File: config.mk
export PLATFORM = sky130hd
export DESIGN_NAME = cit_core
export DESIGN_NICKNAME = d
export VERILOG_FILES = /design/src/hdl/cit_pkg.sv /design/src/hdl/cit_addsub.sv /design/src/hdl/cit_core.sv
export SDC_FILE = /design/constraint.sdc
export NUM_CORES = 1
export LEC_CHECK = 0
export ABC_CLOCK_PERIOD_IN_PS = 10400
export BUFFER_PORTS_ARGS = -buffer_cell sky130_fd_sc_hd__buf_2
export CAP_MARGIN = 30
export CORE_MARGIN = 2
export CORE_UTILIZATION = 50
export DETAILED_ROUTE_END_ITERATION = 16
export PLACE_DENSITY = 0.72
export SLEW_MARGIN = 30
export SYNTH_ARGS = -nofsm -noshare
export SYNTH_HDL_FRONTEND = slang
export SYNTH_SLANG_ARGS = --single-unit
File: constraint.sdc
create_clock -name i_clk_sys -period 10.4 [get_ports i_clk_sys]
set_input_delay 2.08 -clock i_clk_sys [delete_from_list [all_inputs] [get_ports i_clk_sys]]
set_output_delay 2.08 -clock i_clk_sys [all_outputs]
set_load 0.005 [all_outputs]
File: src/hdl/cit_pkg.sv
// Purpose: shared constants for the instruction sequencer and flag unit
// Assumes: one core clock, program bytes valid by the last clock of a machine cycle
// Notes: opcodes are the standard 8-bit instruction set encodings
// Functional notes
// RULE_01 - machine cycle is exactly four clocks
// RULE_02 - at most one fetch per machine cycle
// RULE_03 - most instructions: one machine cycle per byte
// RULE_04 - jumps and calls add one address cycle
// RULE_05 - results and flags match the standard core
// RULE_06 - adds and subtract set flags; mul/div clear carry
// RULE_07 - listed carry operations leave overflow, half carry
// RULE_08 - cycle counts: 1, 2, 3 jumps, 4 compare
package cit_pkg;
   localparam int unsigned MC_CLKS    = 4;
   localparam logic [1:0]  PH_FETCH   = 2'h0;
   localparam logic [1:0]  PH_LAST    = 2'h3;
   localparam logic [15:0] PC_RESET   = 16'h0000;
   localparam logic [7:0]  BYTE_RESET = 8'h00;
   localparam logic [2:0]  CYC_SHORT  = 3'h1;
   localparam logic [2:0]  CYC_TWO    = 3'h2;
   localparam logic [2:0]  CYC_THREE  = 3'h3;
   localparam logic [2:0]  CYC_CMP_JUMP = 3'h4;
   localparam logic [2:0]  CYC_MULDIV = 3'h5;
   localparam logic [7:0]  OP_MUL     = 8'ha4;
   localparam logic [7:0]  OP_DIV     = 8'h84;
   localparam logic [7:0]  OP_DEC_ADJ = 8'hd4;
   localparam logic [7:0]  OP_RRC     = 8'h13;
   localparam logic [7:0]  OP_RLC     = 8'h33;
   localparam logic [7:0]  OP_SETC    = 8'hd3;
   localparam logic [7:0]  OP_CLRC    = 8'hc3;
   localparam logic [7:0]  OP_CPLC    = 8'hb3;
   localparam logic [7:0]  OP_ANLC    = 8'h82;
   localparam logic [7:0]  OP_ANLCN   = 8'hb0;
   localparam logic [7:0]  OP_ORLC    = 8'h72;
   localparam logic [7:0]  OP_ORLCN   = 8'ha0;
   localparam logic [7:0]  OP_MOVC    = 8'ha2;
   localparam logic [7:0]  OP_ANLDA   = 8'h52;
   localparam logic [7:0]  OP_ANLDI   = 8'h53;
   localparam logic [7:0]  OP_CLRA    = 8'he4;
   localparam logic [7:0]  OP_CPLA    = 8'hf4;
   localparam logic [7:0]  OP_DECA    = 8'h14;
   localparam logic [3:0]  HI_ADD     = 4'h2;
   localparam logic [3:0]  HI_ADD_CARRY  = 4'h3;
   localparam logic [3:0]  HI_ANL        = 4'h5;
   localparam logic [3:0]  HI_SUB_BORROW = 4'h9;
   localparam logic [3:0]  HI_CMP_JUMP   = 4'hb;
   localparam logic [4:0]  LO_ABS_JUMP   = 5'h01;
   localparam logic [4:0]  LO_ABS_CALL   = 5'h11;
   localparam logic [7:0]  BCD_LO_ADJ = 8'h06;
   localparam logic [8:0]  BCD_HI_ADJ = 9'h060;
   localparam logic [3:0]  BCD_MAX    = 4'h9;

   // sequencer state: fetching bytes or running the extra cycles of jumps and mul/div
   typedef enum logic [0:0] {
      ST_BYTE = 1'b0,
      ST_CALC = 1'b1
   } cit_state_t;
endpackage : cit_pkg

File: src/hdl/cit_addsub.sv
// Purpose: 8-bit add/subtract with carry, half carry and overflow
// Assumes: i_sub selects subtract-with-borrow, i_cin is carry or borrow in
// Notes: purely combinational
`timescale 1ns/100ps
`default_nettype none
module cit_addsub
   import cit_pkg::*;
(
   input  wire logic       i_sub,
   input  wire logic       i_cin,
   input  wire logic [7:0] i_a,
   input  wire logic [7:0] i_b,
   output logic     [7:0]  o_res,
   output logic            o_carry,
   output logic            o_half,
   output logic            o_ovf
);
   logic [4:0] lo;
   logic [8:0] full;

   // borrow out is bit 8 of the direct nine-bit difference
   always_comb
   begin
      if (i_sub)
      begin
         lo   = {1'b0, i_a[3:0]} - {1'b0, i_b[3:0]} - {4'h0, i_cin};
         full = {1'b0, i_a} - {1'b0, i_b} - {8'h00, i_cin};
      end
      else
      begin
         lo   = {1'b0, i_a[3:0]} + {1'b0, i_b[3:0]} + {4'h0, i_cin};
         full = {1'b0, i_a} + {1'b0, i_b} + {8'h00, i_cin};
      end
      o_res = full[7:0];
      o_carry = full[8];
      o_half  = lo[4];
      // signed overflow from operand and result signs
      o_ovf   = i_sub ? ((i_a[7] != i_b[7]) && (full[7] != i_a[7]))
                      : ((i_a[7] == i_b[7]) && (full[7] != i_a[7]));
   end
endmodule : cit_addsub
`default_nettype wire

File: src/hdl/cit_core.sv
// Purpose: instruction sequencer with four-clock machine cycles and flag update
// Assumes: program memory presents the requested byte by the fourth clock
// Notes: register bank R0..R7 also backs direct, indirect and bit operands
`timescale 1ns/100ps
`default_nettype none
module cit_core
   import cit_pkg::*;
(
   input  wire logic        i_clk_sys,
   input  wire logic        i_rstn,
   input  wire logic [7:0]  i_code_byte,
   output logic             o_fetch_req,
   output logic     [15:0]  o_fetch_addr,
   output logic             o_mcycle_start,
   output logic             o_insn_done,
   output logic     [7:0]   o_acc,
   output logic     [7:0]   o_b,
   output logic             o_carry_flag,
   output logic             o_overflow_flag,
   output logic             o_half_carry_flag
);
   logic [1:0]  phase_q;
   logic [2:0]  mc_q;
   logic [2:0]  fc_q;
   cit_state_t  st_q;
   logic [15:0] pc_q;
   logic [7:0]  op_q, b1_q, b2_q;
   logic [7:0]  acc_q, b_q;
   logic        carry_q, ovf_q, half_q;
   logic [7:0]  rf_q [8];
   logic        ph_last, fetch_w, last_w;
   logic [7:0]  op_w, b1_w, b2_w, src_w, add_res, cmp_a, cmp_b;
   logic [2:0]  nbytes_w, ncyc_w;
   logic        sum_carry, sum_half, sum_ovf, bit_w, is_jmp, cmp_ne;
   logic [15:0] prod_w;
   logic [8:0]  bcd_w;

   // bytes and machine cycles per opcode
   function automatic logic [5:0] op_len(input logic [7:0] op);
      logic [2:0] nb;
      logic [2:0] nc;
      nb = CYC_SHORT;
      nc = CYC_SHORT;
      if (op[4:0] == LO_ABS_JUMP || op[4:0] == LO_ABS_CALL)
      begin
         nb = CYC_TWO;
         nc = CYC_THREE;  // RULE_04
      end
      else if (op[7:4] == HI_CMP_JUMP && op[3:2] != 2'h0)
      begin
         nb = CYC_THREE;
         nc = CYC_CMP_JUMP;  // RULE_08
      end
      else if (op == OP_MUL || op == OP_DIV)
         nc = CYC_MULDIV;
      else if (op == OP_ANLDI)
      begin
         nb = CYC_THREE;
         nc = CYC_THREE;
      end
      else if (op == OP_ANLC || op == OP_ANLCN || op == OP_ORLC || op == OP_ORLCN
               || op == OP_MOVC || op == OP_ANLDA
               || ((op[7:4] == HI_ADD || op[7:4] == HI_ADD_CARRY || op[7:4] == HI_SUB_BORROW
                    || op[7:4] == HI_ANL) && op[3:1] == 3'h2))
      begin
         nb = CYC_TWO;
         nc = CYC_TWO;  // RULE_08
      end
      return {nb, nc};
   endfunction : op_len

   // machine cycle phase: free running divide by four
   always_ff @(posedge i_clk_sys or negedge i_rstn)
   begin
      if (!i_rstn)
         phase_q <= PH_FETCH;
      else
         phase_q <= phase_q + 2'h1;  // RULE_01
   end

   assign ph_last        = (phase_q == PH_LAST);
   assign o_mcycle_start = (phase_q == PH_FETCH);
   // forward bytes arriving on the executing edge
   assign op_w   = (mc_q == 3'h0) ? i_code_byte : op_q;
   assign b1_w   = (mc_q == 3'h1 && st_q == ST_BYTE) ? i_code_byte : b1_q;
   assign b2_w   = (mc_q == 3'h2 && st_q == ST_BYTE) ? i_code_byte : b2_q;  // kept past fetch
   assign cmp_a  = (op_w[3:1] == 3'h2) ? acc_q : src_w;
   assign cmp_b  = (op_w[3:1] == 3'h2) ? src_w : b1_w;
   assign cmp_ne = (cmp_a != cmp_b);
   assign {nbytes_w, ncyc_w} = op_len(op_w);
   assign fetch_w      = (st_q == ST_BYTE);
   assign o_fetch_req  = o_mcycle_start && fetch_w;  // RULE_02
   assign o_fetch_addr = pc_q;
   assign last_w       = ph_last && (mc_q == ncyc_w - 3'h1);  // RULE_03
   assign o_insn_done  = last_w;
   assign is_jmp = (op_w[4:0] == LO_ABS_JUMP) || (op_w[4:0] == LO_ABS_CALL);

   // sequencing: byte cycles, then any extra cycles of jumps and mul/div
   always_ff @(posedge i_clk_sys or negedge i_rstn)
   begin
      if (!i_rstn)
      begin
         mc_q <= 3'h0;
         fc_q <= 3'h0;
         st_q <= ST_BYTE;
         op_q <= BYTE_RESET;
         b1_q <= BYTE_RESET;
         b2_q <= BYTE_RESET;
      end
      else if (ph_last)
      begin
         case (st_q)
            ST_BYTE:
            begin
               if (mc_q == 3'h0)
                  op_q <= i_code_byte;
               if (mc_q == 3'h1)
                  b1_q <= i_code_byte;
               if (mc_q == 3'h2)
                  b2_q <= i_code_byte;
               // leave byte fetching once the last byte is in
               if (!last_w && fc_q + 3'h1 >= nbytes_w)
                  st_q <= ST_CALC;  // RULE_04
               fc_q <= fc_q + 3'h1;
            end
            ST_CALC: st_q <= ST_CALC;
            default: st_q <= ST_BYTE;
         endcase
         if (last_w)
         begin
            mc_q <= 3'h0;
            fc_q <= 3'h0;
            st_q <= ST_BYTE;
         end
         else
            mc_q <= mc_q + 3'h1;
      end
   end

   // source operand: Rn, @Ri, direct or immediate
   always_comb
   begin
      if (op_w[3])
         src_w = rf_q[op_w[2:0]];
      else if (op_w[3:1] == 3'h3)
         src_w = rf_q[rf_q[{2'h0, op_w[0]}][2:0]];
      else if (op_w[3:0] == 4'h5)
         src_w = rf_q[b1_w[2:0]];
      else
         src_w = b1_w;
   end

   assign bit_w  = rf_q[b1_w[5:3]][b1_w[2:0]];
   assign prod_w = acc_q * b_q;
   assign bcd_w  = ((acc_q[3:0] > BCD_MAX) || half_q) ? ({1'b0, acc_q} + {1'b0, BCD_LO_ADJ})
                                                      : {1'b0, acc_q};
   cit_addsub u_addsub (
      .i_sub   (op_w[7:4] == HI_SUB_BORROW),
      .i_cin   ((op_w[7:4] != HI_ADD) && carry_q),
      .i_a     (acc_q),
      .i_b     (src_w),
      .o_res   (add_res),
      .o_carry (sum_carry),
      .o_half  (sum_half),
      .o_ovf   (sum_ovf)
   );
   // program counter: advance per fetched byte, load on taken jumps
   always_ff @(posedge i_clk_sys or negedge i_rstn)
   begin
      if (!i_rstn)
         pc_q <= PC_RESET;
      else if (last_w && is_jmp)
         pc_q <= {pc_q[15:11], op_w[7:5], b1_w};  // RULE_04
      else if (last_w && op_w[7:4] == HI_CMP_JUMP && op_w[3:2] != 2'h0 && cmp_ne)
         pc_q <= pc_q + {{8{b2_w[7]}}, b2_w};  // RULE_05
      else if (ph_last && fetch_w)
         pc_q <= pc_q + 16'h0001;
   end

   // execution: accumulator, B, bank and flags at the last edge
   always_ff @(posedge i_clk_sys or negedge i_rstn)
   begin
      if (!i_rstn)
      begin
         acc_q <= BYTE_RESET;
         b_q   <= BYTE_RESET;
         carry_q <= 1'b0;
         ovf_q   <= 1'b0;
         half_q  <= 1'b0;
         for (int i = 0; i < 8; i++)
            rf_q[i] <= BYTE_RESET;
      end
      else if (last_w)
      begin
         if ((op_w[7:4] == HI_ADD || op_w[7:4] == HI_ADD_CARRY || op_w[7:4] == HI_SUB_BORROW)
             && op_w[3:2] != 2'h0)
         begin
            acc_q   <= add_res;    // RULE_05
            carry_q <= sum_carry;  // RULE_06
            half_q  <= sum_half;
            ovf_q   <= sum_ovf;
         end
         else if (op_w[7:4] == HI_ANL && op_w[3:2] != 2'h0)
            acc_q <= acc_q & src_w;
         else if (op_w[7:4] == HI_CMP_JUMP && op_w[3:2] != 2'h0)
         begin
            // borrow of first compare operand minus second
            carry_q <= (cmp_a < cmp_b);  // RULE_07
         end
         else if (op_w[3:0] == 4'h8 && op_w[7:4] == 4'h1)
            rf_q[op_w[2:0]] <= rf_q[op_w[2:0]] - 8'h01;
         else
         begin
            case (op_w)
               OP_MUL:
               begin
                  {b_q, acc_q} <= prod_w;
                  carry_q <= 1'b0;  // RULE_06
                  ovf_q   <= (prod_w[15:8] != 8'h00);
               end
               OP_DIV:
               begin
                  if (b_q != 8'h00)  // divide by zero leaves A and B untouched
                  begin
                     acc_q <= acc_q / b_q;
                     b_q   <= acc_q % b_q;
                  end
                  carry_q <= 1'b0;  // RULE_06
                  ovf_q   <= (b_q == 8'h00);
               end
               OP_DEC_ADJ:
               begin
                  if ((bcd_w[7:4] > BCD_MAX) || carry_q || bcd_w[8])
                  begin
                     acc_q   <= 8'(bcd_w + BCD_HI_ADJ);
                     carry_q <= 1'b1;  // RULE_07
                  end
                  else
                     acc_q <= bcd_w[7:0];
               end
               OP_RRC:  {acc_q, carry_q} <= {carry_q, acc_q};  // RULE_07
               OP_RLC:  {carry_q, acc_q} <= {acc_q, carry_q};  // RULE_07
               OP_SETC: carry_q <= 1'b1;  // RULE_06
               OP_CLRC: carry_q <= 1'b0;  // RULE_06
               OP_CPLC: carry_q <= !carry_q;  // RULE_07
               OP_ANLC: carry_q <= carry_q & bit_w;  // RULE_07
               OP_ANLCN: carry_q <= carry_q & !bit_w;
               OP_ORLC: carry_q <= carry_q | bit_w;
               OP_ORLCN: carry_q <= carry_q | !bit_w;
               OP_MOVC: carry_q <= bit_w;
               OP_ANLDA: rf_q[b1_w[2:0]] <= rf_q[b1_w[2:0]] & acc_q;
               OP_ANLDI: rf_q[b1_w[2:0]] <= rf_q[b1_w[2:0]] & b2_w;
               OP_CLRA: acc_q <= 8'h00;
               OP_CPLA: acc_q <= ~acc_q;
               OP_DECA: acc_q <= acc_q - 8'h01;
               default: acc_q <= acc_q;
            endcase
         end
      end
   end
   assign o_acc             = acc_q;
   assign o_b               = b_q;
   assign o_carry_flag      = carry_q;
   assign o_overflow_flag   = ovf_q;
   assign o_half_carry_flag = half_q;
endmodule : cit_core
`default_nettype wire

**Yosys cells after proc, flatten, opt, wreduce, memory -nomap -nowiden**

Index checks and enable logic that the tools add are counted.

- Add/sub/neg operators: 18
- $mul: 1
- Divide/modulo/power cells: 2
- Order comparisons: 12
- Equal/unequal tests: 49
- Multiplexer cells: 75
- Bitwise logic cells: 19
- Reductions and logical operators: 62

Operator list:

| cell | number |
|---|---|
| $mux 8 | 25 |
| $bwmux 64 | 3 |
| $pmux 64 s2 | 1 |
| $bmux 8 s3 | 5 |
| $eq 8x8->1 const B | 12 |
| $mux 64 | 1 |
| $pmux 8 s8 | 1 |
| $demux 8 s3 | 2 |
| $mux 16 | 2 |
| $and 8x8->8 | 3 |
| $eq 8x7->1 const B | 3 |
| $mux 3 | 8 |
| $ge 4x4->1 const B | 5 |
| $logic_and 1x1->1 | 20 |
| $reduce_and 5->1 | 4 |
| $mux 9 | 2 |
| $add 16x1->16 const B | 1 |
| $add 16x16->16 | 1 |
| $eq 8x5->1 const B | 2 |
| $mul 8x8->16 | 1 |
| $not 3->4 | 4 |
| $pmux 8 s2 | 1 |
| $reduce_bool 8->1 | 2 |
| $sub 8x1->8 const B | 2 |
| 65 further kinds | 127 |

- Flip-flop bits (word level): 132
- Input port bits: 10
- Output and inout port bits: 38
- Word-level logic and storage cells: 260

**Logic depth before layout (Yosys ltp)**

- Depth in word-level cells: 22
- Gate-level depth with buffers: 55
- Depth with buffers taken out: 53

**Hierarchy**

Synthesis repeated with hierarchy kept, for this count alone.

- Cells, all modules: 1904
- Area total of the unflattened synthesis: 16270.6 µm²

By module, submodules not included:

| module | instances | cells each | area an instance (µm²) | sequential area each (µm²) |
|---|---|---|---|---|
| cit_core | 1 | 1775 | 15297.2 | 3303.2 |
| cit_addsub | 1 | 129 | 973.4 | 0.0 |

**Worst setup path before layout**

Ideal clock, no wire load.

- Path kind: reg2reg
- Start: register b_q[5] (netlist: o_b[5])
- End: register acc_q[0] (netlist: o_acc[0])
- Library setup time: 0.139 ns
- Data arrival time: 11.365 ns
- Required time: 10.261 ns
- Setup slack: -1.104 ns
- Stages on the path, launching flop included: 53
- Buffers on the path: 3
- Period minus slack after synthesis: 11.504 ns
- Cell sequence: dfrtp_1 -> clkbuf_1 -> nor4_1 -> nand2_1 -> nor2_1 -> a21oi_1 -> nor2_1 -> ha_1 -> or4b_2 -> a2111oi_0 -> a221oi_1 -> ha_1 -> o21a_1 -> o211ai_1 -> mux2i_1 -> ha_1 -> o21a_1 -> o21a_1 -> [... 17 more ...] -> o21a_1 -> o21a_1 -> o211ai_1 -> a21oi_1 -> nor2_1 -> clkbuf_1 -> nor3_1 -> a21o_1 -> ha_1 -> a21oi_1 -> o21bai_1 -> a211oi_1 -> o21ai_0 -> clkbuf_1 -> nand2_1 -> nand3_1 -> a222oi_1 -> a31oi_1

- Cells in the longest elaborated chain, start to end: 7
- Elaborated cells between the ends (all ways): 10
- Classes of those cells: div (1); eq/ne (1); mux (6); reduce/logical (2)

RTL lines:

| element | RTL line | text |
|---|---|---|
| from (decl) | cit_core.sv:28 | `logic [7:0] acc_q, b_q;` |
| from (signal assigned) | cit_core.sv:217 | `{b_q, acc_q} <= prod_w;` |
| from (signal assigned) | cit_core.sv:226 | `b_q <= acc_q % b_q;` |
| $div 8x8->8 | cit_core.sv:225 | `acc_q <= acc_q / b_q;` |
| $mux 8 | cit_core.sv:223 | `if (b_q != 8'h00)` |
| $pmux 8 s8 | cit_core.sv:214 | `case (op_w)` |
| $mux 8 | cit_core.sv:210 | `else if (op_w[3:0] == 4'h8 && op_w[7:4] == 4'h1)` |
| $mux 8 | cit_core.sv:205 | `else if (op_w[7:4] == HI_CMP_JUMP && op_w[3:2] != 2'h0)` |
| $mux 8 | cit_core.sv:203 | `else if (op_w[7:4] == HI_ANL && op_w[3:2] != 2'h0)` |
| $mux 8 | cit_core.sv:195 | `if ((op_w[7:4] == HI_ADD \|\| op_w[7:4] == HI_ADD_CARRY \|\| op_w[7:4] == HI_SUB_BORROW)` |
| to (signal assigned) | cit_core.sv:198 | `acc_q <= add_res;` |
| to (signal assigned) | cit_core.sv:204 | `acc_q <= acc_q & src_w;` |
| to (signal assigned) | cit_core.sv:217 |  |
| to (decl) | cit_core.sv:28 |  |

Several ways; a longest one is shown, not always the timed one. The select of a mux whose other input is x is not followed.
A chain may end at the register's enable or synchronous reset.

**Worst setup path in the final report**

- Start: register b_q[4] (netlist: o_b[4])
- End: register acc_q[0] (netlist: o_acc[0])

The elaborated chain is that of the path after synthesis.

==> results.yml <==
route:
  vias_per_cell: 6.64
  wl_met1_mm: 21.7
  wirelength_mm: 54.3
  firstDrtPassIters: 6
  wl_met3_mm: 5.11
  vias: 16000
  wire_per_inst_um: 22.6
  drc: 0
  dr.first_iter.drc_count: 1691
  wl_met2_mm: 24.7
  top_layer: "met4"
  drt.antenna.violating_nets: 0
layout:
  ff_latch_area_sq_um: 3310
  final_nets: 2178
  n_antenna_cell: 0
  layout_commonest_cell: "nand2_1"
  post-route-util_pct: 57.5
  fillers: 2809
  multiInputGateArea_sq_um: 12100
  syn_to_final_growth_pct: 13.1
  drive_above_1_share_pct: 19.4
  final_cell_mix: "nand2_1 (204), nor2_1 (153), inv_1 (135), ha_1 (135), dfrtp_1 (130)"
clock_network:
  path_clk_slew_ns: 0.07
  cts_root_buffer: "clkbuf_16"
  cts_buffer_depth: 2
  cts_tree: "built"
  insertion_delay_ns: 0.44
  h-tree-depth: 4
  hold_buffers: 0
  cts_buffers: 17
  clkSinkCount: 132
job:
  maxCapViolations: 0
logic_synthesis:
  synthTopCellsByArea: "dfrtp_1 (21%), ha_1 (11%), mux2_2 (7.1%)"
  yosysTopAreaCell: "dfrtp_1"
  synth_fp_nets: 2110
  synth_top_area_share_pct: 20.6
  synth_edf_count: 0
  ys_seq_area_share_pct: 20.6
  synthFlopType: "dfrtp_1"
  async_reset_ff_share_pct: 100
  yosysWarnings: 0
  syn_avg_cell_area_sq_um: 8.35
  syn-cell-area_sq_um: 16000
  postSynthCellCount: 1920
  synth_seq_cells: 132
  synth.distinct_cells: 91
placed_design:
  port_buffers: 47
  gp_congestion: 0.990
  hpwl_mm: 38.4
floorplanning:
  die_h_um: 183
  core_sq_um: 31600
  rows: 65
  io_pins: 48
  die_x_um: 183
  die_area_sq_um: 33500
  start_util_pct: 50.8
critical_path:
  path_class: "reg2reg"
  crit_path_end_kind: "register"
  cpPeakStageDelay_ns: 0.51
  cp.required_ns: 10.71
  r2r-start: "o_b[4]"
  reg2reg_depth: 52
  slowest_stage: "or4b_4"
  cp.arrival_ns: 10.64
  start_kind: "register"
  cpMostUsedCell: "o21a_1"
  reg2reg_slack_ns: 0.07
  critPathMaxFanout: 7
  timing.rr.end: "o_acc[0]"
timing:
  hold_viol_final: 0
  max_freq_mhz: 96.8
  tightest_slew_ns: 0.991
  maxSlewViolCount: 0
  fin_skew_ns: 0.0104
  slew_headroom_pct: 33.4
  timing.final.crit_share_pct: 99.3
  period_needed_ns: 10.33
  finalSetupViolCount: 0
  rsz0062_at_grt: "yes"
worst_hold_path:
  min_to: "phase_q[0]"
  min_from: "phase_q[0]"
  holdPathStages: 1
  hp-class: "reg2reg"
grt:
  grt_pass1_vias: 15300
  overflow: 0
  antenna_found_initial: 0
  grt_usage_pct: 32.3
  grt_pass1_wl_mm: 85.0
  grt_max_degree: 69
outcome:
  outcome: "completed"
layer usage:
metal | vias up | GRT usage, %
met1 | 7619 | 42.3
li1 | 7150 | -
met5 | - | 0
met3 | 217 | 5.62
met2 | 972 | 52.1
met4 | 0 | 15.3
critical path: cells and delay by family (launching register included):
kind | cells | cell delay [ns]
AND/OR/NAND/NOR | 10 | 1.87
adder cells (fa/ha/maj) | 7 | 1.89
buffers and inverters | 4 | 0.66
multiplexers | 2 | 0.45
flip-flops | 1 | 0.42
AO/OA/AOI/OAI | 29 | 4.91
kinds of logic after synthesis:
group,count (synthesis),share of synthesized area (%)
flops,132,20.6
fa+ha+maj,180,16.0
simple gates,594,18.2
mux,207,14.7
xor+xnor,67,3.66
buf+inv,251,6.07
compound gates,489,20.8
cells in the mapped netlist (all sizes together), types with 7 or more instances:
| cell | n |
|---|---|
| a211oi | 59 |
| a21o | 17 |
| a21oi | 85 |
| a221oi | 9 |
| a222oi | 10 |
| a22oi | 10 |
| a311oi | 11 |
| a31oi | 33 |
| a32oi | 7 |
| and2 | 11 |
| buf | 33 |
| clkbuf | 76 |
| dfrtp | 132 |
| fa | 42 |
| ha | 138 |
| inv | 137 |
| mux2 | 109 |
| mux2i | 89 |
| mux4 | 9 |
| nand2 | 208 |
| nand2b | 16 |
| nand3 | 37 |
| nand4 | 13 |
| nor2 | 157 |
| nor2b | 20 |
| nor3 | 48 |
| nor4 | 16 |
| nor4bb | 8 |
| o211ai | 20 |
| o21a | 18 |
| o21ai | 111 |
| o21bai | 12 |
| o221ai | 16 |
| o22ai | 9 |
| o31ai | 8 |
| or3 | 9 |
| or4 | 9 |
| xnor2 | 43 |
| xor2 | 24 |
area by class of cell:
| cell class | count | share of cell area, % |
|---|---|---|
| clock buffers | 18 | 2.37 |
| clock inverters | 13 | 1.13 |
| inverters | 142 | 2.95 |
| multi-input cells | 1537 | 66.6 |
| flip-flops and latches | 132 | 18.2 |
| well taps | 402 | 2.77 |
| repair buffers | 158 | 5.97 |
through the flow:
stage                     setup WS (ns)  hold WS (ns)  setup TNS, ns  cell area, sq um  std cells
after floorplan                  0.0212         0.418              0             16100       1920
after global placement           0.0299         0.428              0             17100       2343
after detailed placement         -0.388         0.446          -2.71             17100       2344
after CTS                         0.129         0.454              0             17900       2389
after global routing             -0.518         0.492          -4.15             18100       2402
final                            0.0676         0.449              0             18100       2402
worst max path at each step:
stage           start        to  slack, ns
2_1_floorplan  o_b[4]  o_acc[0]       0.02
3_3_place_gp   o_b[4]  o_acc[0]       0.03
3_5_place_dp   o_b[4]  o_acc[0]      -0.39
4_1_cts        o_b[5]  o_acc[0]       0.13
5_1_grt        o_b[4]    o_b[2]      -0.52
6_report       o_b[4]  o_acc[0]       0.07
registers in the layout, summed over array words and instances (netlist names), 3 cells and up:
name,cells
o_b,8
b2_q,8
o_fetch_addr,16
rf_q,64
mc_q,3
fc_q,3
op_q,8
b1_q,8
o_acc,8
repair_timing:
action,CTS,global route
setup endpoints to repair,9,9
buffers inserted,14,13
gates resized for setup,16,31
pin swaps,19,38
Power is left out: the tool's default activity adds up to more than one toggle a clock period on the data nets, which glitch-free logic cannot reach.
